## config.mk

```make
export PLATFORM = sky130hd
export DESIGN_NAME = dmbs_top
export DESIGN_NICKNAME = d
export VERILOG_FILES = /design/src/rtl/dmbs_pkg.sv /design/src/rtl/dmbs_src_decode.sv /design/src/rtl/dmbs_top.sv
export VERILOG_INCLUDE_DIRS = /design/src /design/src/rtl
export SDC_FILE = /design/constraint.sdc
export NUM_CORES = 1
export LEC_CHECK = 0
export BUFFER_PORTS_ARGS = -buffer_cell sky130_fd_sc_hd__buf_4
export CAP_MARGIN = 20
export CORE_MARGIN = 4
export CORE_UTILIZATION = 50
export DETAILED_ROUTE_END_ITERATION = 7
export PLACE_DENSITY = 0.82
export SYNTH_ARGS = -nofsm -noshare
export SYNTH_HDL_FRONTEND = slang
export SYNTH_HIERARCHICAL = 1
export SYNTH_SLANG_ARGS = --single-unit
```

## constraint.sdc

```tcl
create_clock -name clock_i -period 7.9 [get_ports clock_i]
set_clock_uncertainty 0.2 [all_clocks]
set_input_delay 0.395 -clock clock_i [delete_from_list [all_inputs] [get_ports clock_i]]
set_output_delay 0.395 -clock clock_i [all_outputs]
set_load 0.005 [all_outputs]
```

## src/rtl/dmbs_regs.svh

```systemverilog
// Register map, field positions, reset values and timing counts of the sequencer
`ifndef DMBS_REGS_SVH
`define DMBS_REGS_SVH
// ****************************************
// Register offsets
// ****************************************
`define DMBS_ADDR_CTRL      8'h00
`define DMBS_ADDR_SRC_TAB   8'h04
`define DMBS_ADDR_REL_DLY   8'h08
`define DMBS_ADDR_HOLD      8'h0c
`define DMBS_ADDR_FSTOP     8'h10
`define DMBS_ADDR_STATUS    8'h14
// ****************************************
// Field positions
// ****************************************
`define DMBS_CTRL_BRK_EN    0
`define DMBS_CTRL_DOUT_BRK  1
`define DMBS_CTRL_CHG_LSB   2
`define DMBS_CTRL_DI3_LSB   8
`define DMBS_TAB_E0_LSB     0
`define DMBS_TAB_E1_LSB     8
`define DMBS_FS_A_LSB       0
`define DMBS_FS_B_LSB       8
// ****************************************
// Reset values and codes
// ****************************************
`define DMBS_CTRL_RST       16'h0000
`define DMBS_TAB_RST        7'h00
`define DMBS_REL_DLY_RST    16'h01f4
`define DMBS_HOLD_RST       16'h012c
`define DMBS_FS_RST         3'h7
`define DMBS_DI3_CHG_FUNC   8'h63
// ****************************************
// Timing
// ****************************************
`define DMBS_CLK_PERIOD_NS  40
`define DMBS_MS_NS          1000000
`endif

```

## src/rtl/dmbs_pkg.sv

```systemverilog
// Types shared by the sequencer modules
package dmbs_pkg;
    // Brake sequence states, Gray along start to stop
    typedef enum logic [2:0] {
        ST_IDLE    = 3'h0,
        ST_PREP    = 3'h1,
        ST_RELEASE = 3'h3,
        ST_RUN     = 3'h2,
        ST_RAMP    = 3'h6,
        ST_HOLD    = 3'h7
    } dmbs_state_t;

    // Changeover candidates
    typedef struct packed {
        logic di3;
        logic panel_cw15;
        logic comm_cw15;
        logic board_cw15;
    } dmbs_chg_in_t;

    // Decoded table entry
    typedef struct packed {
        logic       valid;
        logic [2:0] cmd_src;
        logic [2:0] sp_src;
    } dmbs_src_t;
endpackage

```

## src/rtl/dmbs_src_decode.sv

```systemverilog
// Decoder of a source table entry code into command and setpoint source
`timescale 1ns/10ps
module dmbs_src_decode (
    // Code
    input  wire logic [6:0]        code_i,
    // Decoded pair
    output dmbs_pkg::dmbs_src_t    src_o
);
    // ****************************************
    // Tens digit, 7 for codes 20 to 39 and from 70 up
    // ****************************************
    function automatic logic [2:0] tens_of(input logic [6:0] c);
        if (c >= 7'h46) begin
            tens_of = 3'h7;
        end else if (c >= 7'h3c) begin
            tens_of = 3'h6;
        end else if (c >= 7'h32) begin
            tens_of = 3'h5;
        end else if (c >= 7'h28) begin
            tens_of = 3'h4;
        end else if (c >= 7'h14) begin
            tens_of = 3'h7;
        end else if (c >= 7'h0a) begin
            tens_of = 3'h1;
        end else begin
            tens_of = 3'h0;
        end
    endfunction

    logic [2:0] tens;
    logic [6:0] units;

    always_comb begin
        tens  = tens_of(code_i);
        units = code_i - ({4'h0, tens} * 7'h0a);
        src_o.cmd_src = tens;
        src_o.sp_src  = units[2:0];
        src_o.valid   = (tens != 3'h7) && (units <= 7'h06)
                        && (code_i != 7'h0e) && (code_i != 7'h38)
                        && (code_i != 7'h41);
    end
endmodule // dmbs_src_decode

```

## src/rtl/dmbs_top.sv

```systemverilog
// Manual/automatic source selection and holding brake sequencer with AHB-Lite registers
//
// Added by the designer: the AHB-Lite interface to the registers and the address map.
`timescale 1ns/10ps
`include "dmbs_regs.svh"
module dmbs_top #(
    parameter int MS_TICK_CYC = `DMBS_MS_NS / `DMBS_CLK_PERIOD_NS
) (
    // Clock and reset
    input  wire logic                    clock_i,
    input  wire logic                    srst_i,
    // AHB-Lite slave
    input  wire logic                    hsel_i,
    input  wire logic [7:0]              haddr_i,
    input  wire logic [1:0]              htrans_i,
    input  wire logic                    hwrite_i,
    input  wire logic [2:0]              hsize_i,
    input  wire logic [31:0]             hwdata_i,
    input  wire logic                    hready_i,
    output logic                         hreadyout_o,
    output logic                         hresp_o,
    output logic [31:0]                  hrdata_o,
    // Commands, on and fast stop requests one bit per command source, coast stop and changeover inputs single
    input  wire logic [4:0]              on_req_i,
    input  wire logic [4:0]              fast_stop_req_i,
    input  wire logic                    coast_stop_i,
    input  wire dmbs_pkg::dmbs_chg_in_t  chg_in_i,
    // Ramp generator feedback
    input  wire logic                    at_min_freq_i,
    input  wire logic                    stop_thr_done_i,
    // Drive control
    output logic                         pulse_enable_o,
    output logic                         hold_min_freq_o,
    output logic                         ramp_down_o,
    output logic                         fast_ramp_o,
    // Source selection
    output logic                         manual_mode_o,
    output logic [2:0]                   cmd_src_o,
    output logic [2:0]                   sp_src_o,
    // Brake
    output logic                         brake_active_status_o,
    output logic                         brake_dout_o
);
    // ****************************************
    // Registers
    // ****************************************
    logic                  brake_sequence_enable_q;
    logic                  dout_brake_func_q;
    logic [1:0]            chg_sel_q;
    logic [7:0]            digital_input3_function_q;
    logic [6:0]            tab_q [2];
    logic [15:0]           brake_release_delay_q;
    logic [15:0]           post_ramp_hold_time_q;
    logic [2:0]            fast_stop_source_a_q;
    logic [2:0]            fast_stop_source_b_q;
    dmbs_pkg::dmbs_state_t state_q;
    dmbs_pkg::dmbs_state_t state_d;
    logic                  status_q;
    logic                  status_d;
    logic                  fast_q;
    logic [15:0]           ms_cnt_q;
    logic [31:0]           pre_q;
    logic                  ms_tick;
    logic                  delay_done;
    logic                  di3_s1_q;
    logic                  di3_s2_q;
    logic                  manual_auto_changeover;
    logic                  act_on;
    logic                  fs_hit;
    logic                  ph_wr_q;
    logic [7:0]            ph_addr_q;
    logic                  take;
    dmbs_pkg::dmbs_src_t   dec_wr;
    dmbs_pkg::dmbs_src_t   dec_act;
    logic [6:0]            act_code;

    // Command source code to input index
    function automatic logic [2:0] src_index(input logic [2:0] tens);
        case (tens)
            3'h0:    src_index = 3'h0;
            3'h1:    src_index = 3'h1;
            3'h4:    src_index = 3'h2;
            3'h5:    src_index = 3'h3;
            3'h6:    src_index = 3'h4;
            default: src_index = 3'h7;
        endcase
    endfunction

    function automatic logic pick(input logic [4:0] v, input logic [2:0] idx);
        pick = (idx <= 3'h4) ? v[idx] : 1'b0;
    endfunction

    // ****************************************
    // AHB-Lite slave, zero wait states
    // ****************************************
    assign hreadyout_o = 1'b1;
    assign hresp_o     = 1'b0;
    assign take        = hsel_i && hready_i && htrans_i[1];

    always_ff @(posedge clock_i) begin
        if (srst_i) begin
            ph_wr_q   <= 1'b0;
            ph_addr_q <= 8'h00;
        end else begin
            ph_wr_q   <= take && hwrite_i;
            ph_addr_q <= haddr_i;
        end
    end

    always_ff @(posedge clock_i) begin
        if (srst_i) begin
            hrdata_o <= 32'h0000_0000;
        end else if (take && !hwrite_i) begin
            case (haddr_i)
                `DMBS_ADDR_CTRL:    hrdata_o <= {16'h0000, digital_input3_function_q, 4'h0,
                                                 chg_sel_q, dout_brake_func_q,
                                                 brake_sequence_enable_q};
                `DMBS_ADDR_SRC_TAB: hrdata_o <= {17'h00000, tab_q[1], 1'b0, tab_q[0]};
                `DMBS_ADDR_REL_DLY: hrdata_o <= {16'h0000, brake_release_delay_q};
                `DMBS_ADDR_HOLD:    hrdata_o <= {16'h0000, post_ramp_hold_time_q};
                `DMBS_ADDR_FSTOP:   hrdata_o <= {21'h00000, fast_stop_source_b_q, 5'h00,
                                                 fast_stop_source_a_q};
                `DMBS_ADDR_STATUS:  hrdata_o <= {16'h0000, 1'b0, sp_src_o, 1'b0, cmd_src_o,
                                                 1'b0, dec_act.valid, fast_q, state_q,
                                                 manual_mode_o, status_q};
                default:            hrdata_o <= 32'h0000_0000;
            endcase
        end
    end

    always_ff @(posedge clock_i) begin
        if (srst_i) begin
            brake_sequence_enable_q   <= 1'(`DMBS_CTRL_RST >> `DMBS_CTRL_BRK_EN);
            dout_brake_func_q         <= 1'(`DMBS_CTRL_RST >> `DMBS_CTRL_DOUT_BRK);
            chg_sel_q                 <= 2'(`DMBS_CTRL_RST >> `DMBS_CTRL_CHG_LSB);
            digital_input3_function_q <= 8'(`DMBS_CTRL_RST >> `DMBS_CTRL_DI3_LSB);
            brake_release_delay_q     <= `DMBS_REL_DLY_RST;
            post_ramp_hold_time_q     <= `DMBS_HOLD_RST;
            fast_stop_source_a_q      <= `DMBS_FS_RST;
            fast_stop_source_b_q      <= `DMBS_FS_RST;
        end else if (ph_wr_q) begin
            case (ph_addr_q)
                `DMBS_ADDR_CTRL: begin
                    brake_sequence_enable_q   <= hwdata_i[`DMBS_CTRL_BRK_EN];
                    dout_brake_func_q         <= hwdata_i[`DMBS_CTRL_DOUT_BRK];
                    chg_sel_q                 <= hwdata_i[`DMBS_CTRL_CHG_LSB +: 2];
                    digital_input3_function_q <= hwdata_i[`DMBS_CTRL_DI3_LSB +: 8];
                end
                `DMBS_ADDR_REL_DLY: brake_release_delay_q <= hwdata_i[15:0];
                `DMBS_ADDR_HOLD:    post_ramp_hold_time_q <= hwdata_i[15:0];
                `DMBS_ADDR_FSTOP: begin
                    fast_stop_source_a_q <= hwdata_i[`DMBS_FS_A_LSB +: 3];
                    fast_stop_source_b_q <= hwdata_i[`DMBS_FS_B_LSB +: 3];
                end
                default: ;
            endcase
        end
    end

    // ****************************************
    // Source table, invalid codes refused
    // ****************************************
    dmbs_src_decode u_dec_wr (
        .code_i (ph_addr_q == `DMBS_ADDR_SRC_TAB && ph_wr_q ? hwdata_i[6:0] : 7'h00),
        .src_o  (dec_wr)
    );

    logic [6:0] wr_e1;
    logic       e1_ok;
    assign wr_e1 = hwdata_i[`DMBS_TAB_E1_LSB +: 7];
    assign e1_ok = (wr_e1 <= 7'h42) && !(wr_e1 inside {7'h0e, 7'h38, 7'h41})
                   && (wr_e1 % 7'h0a <= 7'h06) && !(wr_e1 inside {[7'h14:7'h27]});

    always_ff @(posedge clock_i) begin
        if (srst_i) begin
            tab_q[0] <= `DMBS_TAB_RST;
            tab_q[1] <= `DMBS_TAB_RST;
        end else if (ph_wr_q && ph_addr_q == `DMBS_ADDR_SRC_TAB) begin
            if (dec_wr.valid) begin
                tab_q[0] <= hwdata_i[`DMBS_TAB_E0_LSB +: 7];
            end
            if (e1_ok) begin
                tab_q[1] <= wr_e1;
            end
        end
    end

    // ****************************************
    // Manual/automatic changeover
    // ****************************************
    always_ff @(posedge clock_i) begin
        if (srst_i) begin
            di3_s1_q <= 1'b0;
            di3_s2_q <= 1'b0;
        end else begin
            di3_s1_q <= chg_in_i.di3;
            di3_s2_q <= di3_s1_q;
        end
    end

    always_comb begin
        case (chg_sel_q)
            2'h0:    manual_auto_changeover = di3_s2_q &&
                         (digital_input3_function_q == `DMBS_DI3_CHG_FUNC);
            2'h1:    manual_auto_changeover = chg_in_i.panel_cw15;
            2'h2:    manual_auto_changeover = chg_in_i.comm_cw15;
            default: manual_auto_changeover = chg_in_i.board_cw15;
        endcase
    end

    assign act_code = tab_q[manual_auto_changeover];

    dmbs_src_decode u_dec_act (
        .code_i (act_code),
        .src_o  (dec_act)
    );

    always_ff @(posedge clock_i) begin
        if (srst_i) begin
            manual_mode_o <= 1'b0;
            cmd_src_o     <= 3'h0;
            sp_src_o      <= 3'h0;
        end else begin
            manual_mode_o <= manual_auto_changeover;
            cmd_src_o     <= dec_act.cmd_src;
            sp_src_o      <= dec_act.sp_src;
        end
    end

    assign act_on = pick(on_req_i, src_index(cmd_src_o));
    assign fs_hit = pick(fast_stop_req_i, fast_stop_source_a_q) ||
                    pick(fast_stop_req_i, fast_stop_source_b_q);

    // ****************************************
    // Millisecond timer, restarted on each state change
    // ****************************************
    assign ms_tick    = (pre_q == 32'(MS_TICK_CYC - 1));
    assign delay_done = (ms_cnt_q == 16'h0000);

    always_ff @(posedge clock_i) begin
        if (srst_i || state_d != state_q) begin
            pre_q <= 32'h0000_0000;
        end else if (ms_tick) begin
            pre_q <= 32'h0000_0000;
        end else begin
            pre_q <= pre_q + 32'h0000_0001;
        end
    end

    always_ff @(posedge clock_i) begin
        if (srst_i) begin
            ms_cnt_q <= 16'h0000;
        end else if (state_d != state_q) begin
            ms_cnt_q <= (state_d == dmbs_pkg::ST_HOLD) ? post_ramp_hold_time_q
                                                       : brake_release_delay_q;
        end else if (ms_tick && !delay_done) begin
            ms_cnt_q <= ms_cnt_q - 16'h0001;
        end
    end

    // ****************************************
    // Brake sequence
    // ****************************************
    always_comb begin
        state_d = state_q;
        case (state_q)
            dmbs_pkg::ST_IDLE:    if (act_on && !fs_hit) state_d = dmbs_pkg::ST_PREP;
            dmbs_pkg::ST_PREP:    state_d = brake_sequence_enable_q ? dmbs_pkg::ST_RELEASE
                                                                    : dmbs_pkg::ST_RUN;
            dmbs_pkg::ST_RELEASE: if (!act_on || fs_hit) state_d = dmbs_pkg::ST_RAMP;
                                  else if (delay_done) state_d = dmbs_pkg::ST_RUN;
            dmbs_pkg::ST_RUN:     if (!act_on || fs_hit) state_d = dmbs_pkg::ST_RAMP;
            dmbs_pkg::ST_RAMP:    if (brake_sequence_enable_q) begin
                                      if (at_min_freq_i) state_d = dmbs_pkg::ST_HOLD;
                                  end else if (stop_thr_done_i) begin
                                      state_d = dmbs_pkg::ST_IDLE;
                                  end
            dmbs_pkg::ST_HOLD:    if (delay_done || !brake_sequence_enable_q) begin
                                      state_d = dmbs_pkg::ST_IDLE;
                                  end
            default:              state_d = dmbs_pkg::ST_IDLE;
        endcase
        if (coast_stop_i) begin
            state_d = dmbs_pkg::ST_IDLE;
        end
    end

    always_ff @(posedge clock_i) begin
        if (srst_i) begin
            state_q <= dmbs_pkg::ST_IDLE;
        end else begin
            state_q <= state_d;
        end
    end

    always_ff @(posedge clock_i) begin
        if (srst_i || state_d == dmbs_pkg::ST_IDLE) begin
            fast_q <= 1'b0;
        end else if (fs_hit && state_d == dmbs_pkg::ST_RAMP) begin
            fast_q <= 1'b1;
        end
    end

    // Brake opens only on release entry, stays open until hold, coast or sequence disable
    assign status_d = brake_sequence_enable_q && !coast_stop_i &&
                      (state_d == dmbs_pkg::ST_RELEASE || (status_q &&
                       state_d inside {dmbs_pkg::ST_RUN, dmbs_pkg::ST_RAMP}));

    always_ff @(posedge clock_i) begin
        if (srst_i) begin
            status_q <= 1'b0;
        end else begin
            status_q <= status_d;
        end
    end

    always_ff @(posedge clock_i) begin
        if (srst_i) begin
            pulse_enable_o  <= 1'b0;
            hold_min_freq_o <= 1'b0;
            ramp_down_o     <= 1'b0;
            fast_ramp_o     <= 1'b0;
            brake_dout_o    <= 1'b0;
        end else begin
            pulse_enable_o  <= state_d != dmbs_pkg::ST_IDLE;
            hold_min_freq_o <= state_d inside {dmbs_pkg::ST_PREP, dmbs_pkg::ST_RELEASE,
                                               dmbs_pkg::ST_HOLD};
            ramp_down_o     <= state_d == dmbs_pkg::ST_RAMP;
            fast_ramp_o     <= state_d == dmbs_pkg::ST_RAMP && (fast_q || fs_hit);
            brake_dout_o    <= dout_brake_func_q && brake_sequence_enable_q &&
                               status_d;
        end
    end

    assign brake_active_status_o = status_q;
endmodule // dmbs_top

```

==> results.md <==
- Cell area after layout: 9700 µm²
- Post-DP HPWL: approximately 15 mm
- Inserted Clock Buffers: 17
- Slew Viols, Final: 0
- I/O pin cnt: 114
- Power per cell area: 187 nW/µm²
- Most used cell, CP: ha_1
- Max Cap Viol: 0
- Die Wd: approximately 140 µm
- RSZ-0062 raised after global routing: false
- Final setup viols: 0
- Final Util: 58.9%
- Min Clock Period, post-route: 6.00 ns
- Area Growth Syn to Fin: 16.0%
- Core area: ~16000 µm²
- # DRC: 0
- Antenna violations before repair: 0
- Num Clock Sinks: 156
- Layout net count: 1086
- Clock Tree Root: clkbuf_16
- Worst relative slew slack: 29.0%
- Ys Warns: 6
- Worst-skew pair later-pin latency: 0.43 ns
- CP arrival: 6.10 ns
- # Post-CTS Setup Buffers: 0
- Max stage delay on crit path: between 0.7 and 0.8 ns
- Max H-tree Level: 4
- Final Hold Fails: 0
- Hold Crit Class: primary input to register
- Crit path capture: tab_q[0][4]$_SDFFCE_PN0P_
- Initial DRC count: 772
- Worst r2r src: ph_addr_q[5]$_SDFF_PP0_
- Post-Route WL: 21.6 mm
- Tot Pwr: 1.82 mW
- Critical Path Start Type: register
- Post-Syn Area per Cell: just under 9 µm²
- First-pass GRT wire length: 34.5 mm
- Antenna Nets Post-Route: 0
- Fillcell total: 1414
- ANT cells: 0
- Slowest CP cell: or4b_2
- Vias per Instance: ~5.9
- Clock Pin Slew Worst Setup and Hold Paths: 0.06 ns
- Reg2Reg Setup Slack: 1.90 ns
- Gr usage total: 23.1%
- Die Area: ~19000 µm²
- Worst vdd ir: approximately 0.00018 V
- Critical path class: register to register
- Placer Congestion: approximately 0.9
- Share of post-route cells with drive strength above 1: about 16%
- Worst Setup SP: ph_addr_q[5]$_SDFF_PP0_
- Vias in the first global route: 6661
- R2R depth: 19
- Crit Reg-Reg Endpoint: tab_q[0][4]$_SDFFCE_PN0P_
- DR WL/cell: 17.6 µm
- IO buf count: 75
- GRT overflow: 0
- CP max FO: 14
- Vias: 7316
- Final WS setup: 1.90 ns
- Placed inst area: about 9000 µm²
- Leak: 3.79 nW
- Pin count of the biggest net entering global routing: 78
- Max Freq: 167 MHz
- Die Span Y: 137 µm
- DRT Pass-1 Iters: 6
- Row cnt: 47
- Least-Margin Pin Slew: 1.06 ns
- Post-Syn Instances: 945
- Critical path, cell by cell: or4b_2 > nor4_1 > and3b_1 > and2_1 > inv_2 > maj3_2 > a221oi_2 > inv_2 > ha_1 > ha_1 > inv_1 > ha_1 > a21o_1 > mux2i_1 > o311a_1 > o311ai_0 > a211oi_2 > o311a_1 > and2_1
- CTS tree: done
- Tcrit/Tclk final: between 70% and 80%
- Status: finished, final reports clean
- Starting Density: approximately half
- CP Capture Type: register
- Worst EP required: 8.00 ns
- Post-Place Setup Slack: 1.97 ns
- Cell Area, Synth: 8360 µm²
- Max Buffers Root-to-Sink: 2
- Setup_tns: 0 ns
[power by group]
part / switching, mW / leakage, nW / total [mW] / internal (mW)
combinational: 0.101 / 2.21 / 0.175 / 0.0734
sequential: 0.0180 / 1.30 / 0.835 / 0.817
clock: 0.338 / 0.284 / 0.809 / 0.471
total: 0.457 / 3.79 / 1.82 / 1.36
[worst max-delay path, delay by kind of cell, from the launching register on]
| kind | cells | cell delay [ns] |
|---|---|---|
| buffers and inverters | 3 | 0.19 |
| AO/OA/AOI/OAI | 6 | 1.67 |
| flip-flops | 1 | 0.29 |
| multiplexers | 1 | 0.17 |
| adder cells (fa/ha/maj) | 4 | 1.11 |
| AND/OR/NAND/NOR | 5 | 2.23 |
[how the worst min path moves through the flow]
stage                             start                                    end  slack, ns  depth (start not counted)
floorplan           di3_s1_q$_SDFF_PP0_                    di3_s2_q$_SDFF_PP0_       0.21                          1
global placement    di3_s1_q$_SDFF_PP0_                    di3_s2_q$_SDFF_PP0_       0.22                          1
detailed placement  di3_s1_q$_SDFF_PP0_                    di3_s2_q$_SDFF_PP0_       0.23                          1
CTS                         hwdata_i[4]  brake_release_delay_q[4]$_SDFFE_PP1P_      0.008                          3
global route                hwdata_i[7]  brake_release_delay_q[7]$_SDFFE_PP1P_       0.02                          3
finish                      hwdata_i[4]  brake_release_delay_q[4]$_SDFFE_PP1P_       0.01                          3
[metrics by stage]
stage / hold slack (ns) / cells
floorplan: 0.214 / 961
global placement: 0.218 / 1191
detailed placement: 0.230 / 1191
CTS: 0.00829 / 1228
global route: 0.0184 / 1231
finish: 0.0142 / 1231
[repair_timing]
item / 4_1_cts / 5_1_grt
gates resized for setup: 0 / 0
endpoints found under the hold margin: 5 / 0
hold buffers: 5 / 0
endpoints found under the setup margin: 0 / 0
[per-layer routing]
metal	vias up	wire length, µm	track usage (%)
li1	3461	-	-
met1	3499	9670	33.1
met2	317	9770	35.5
met3	39	1730	3.58
met4	0	481	8.20
met5	-	0	0
[cell type report]
cell class                 instances  area (µm²)  area share, %
timing repair buffer              90         736           7.58
inverter                          30         113           1.16
clock inverter                    10         106           1.10
sequential                       156        3260           33.6
tap                              220         275           2.84
multi-input combinational        703        4720           48.7
clock buffer                      22         484           4.99
[state kept, by name, indices dropped and copies added, names as in the netlist, 2 cells and up]
name,count
pre_q,32
brake_release_delay_q,16
hrdata_o,16
ms_cnt_q,16
post_ramp_hold_time_q,16
tab_q,14
digital_input3_function_q,8
ph_addr_q,8
cmd_src_o,3
fast_stop_source_a_q,3
fast_stop_source_b_q,3
sp_src_o,3
state_q,3
chg_sel_q,2
[layout by cell type, fill, tap and decap left out, types with 5 or more instances in the layout]
master and n:
dfxtp_1 142, nor2_1 96, nand2_1 91, buf_4 82, mux2i_1 63, o21ai_0 41
a21oi_1 36, xor2_1 34, nand3_1 26, inv_1 25, and2_1 23, a22oi_1 22
nor3_1 21, ha_1 19, xnor2_1 18, nor2b_1 18, o311a_1 18, conb_1 18
nor4_1 17, clkbuf_16 17, edfxtp_1 14, mux2_2 11, nand4_1 10, a221o_1 9
a22o_1 9, a21o_1 8, nor3b_1 7, nor3_2 6, nor4b_1 5, and3_1 5
nand2b_1 5, a31oi_1 5, and4_1 5, clkinv_4 5, dlygate4sd3_1 5
No activity file was read; power rests on OpenSTA's default activity.
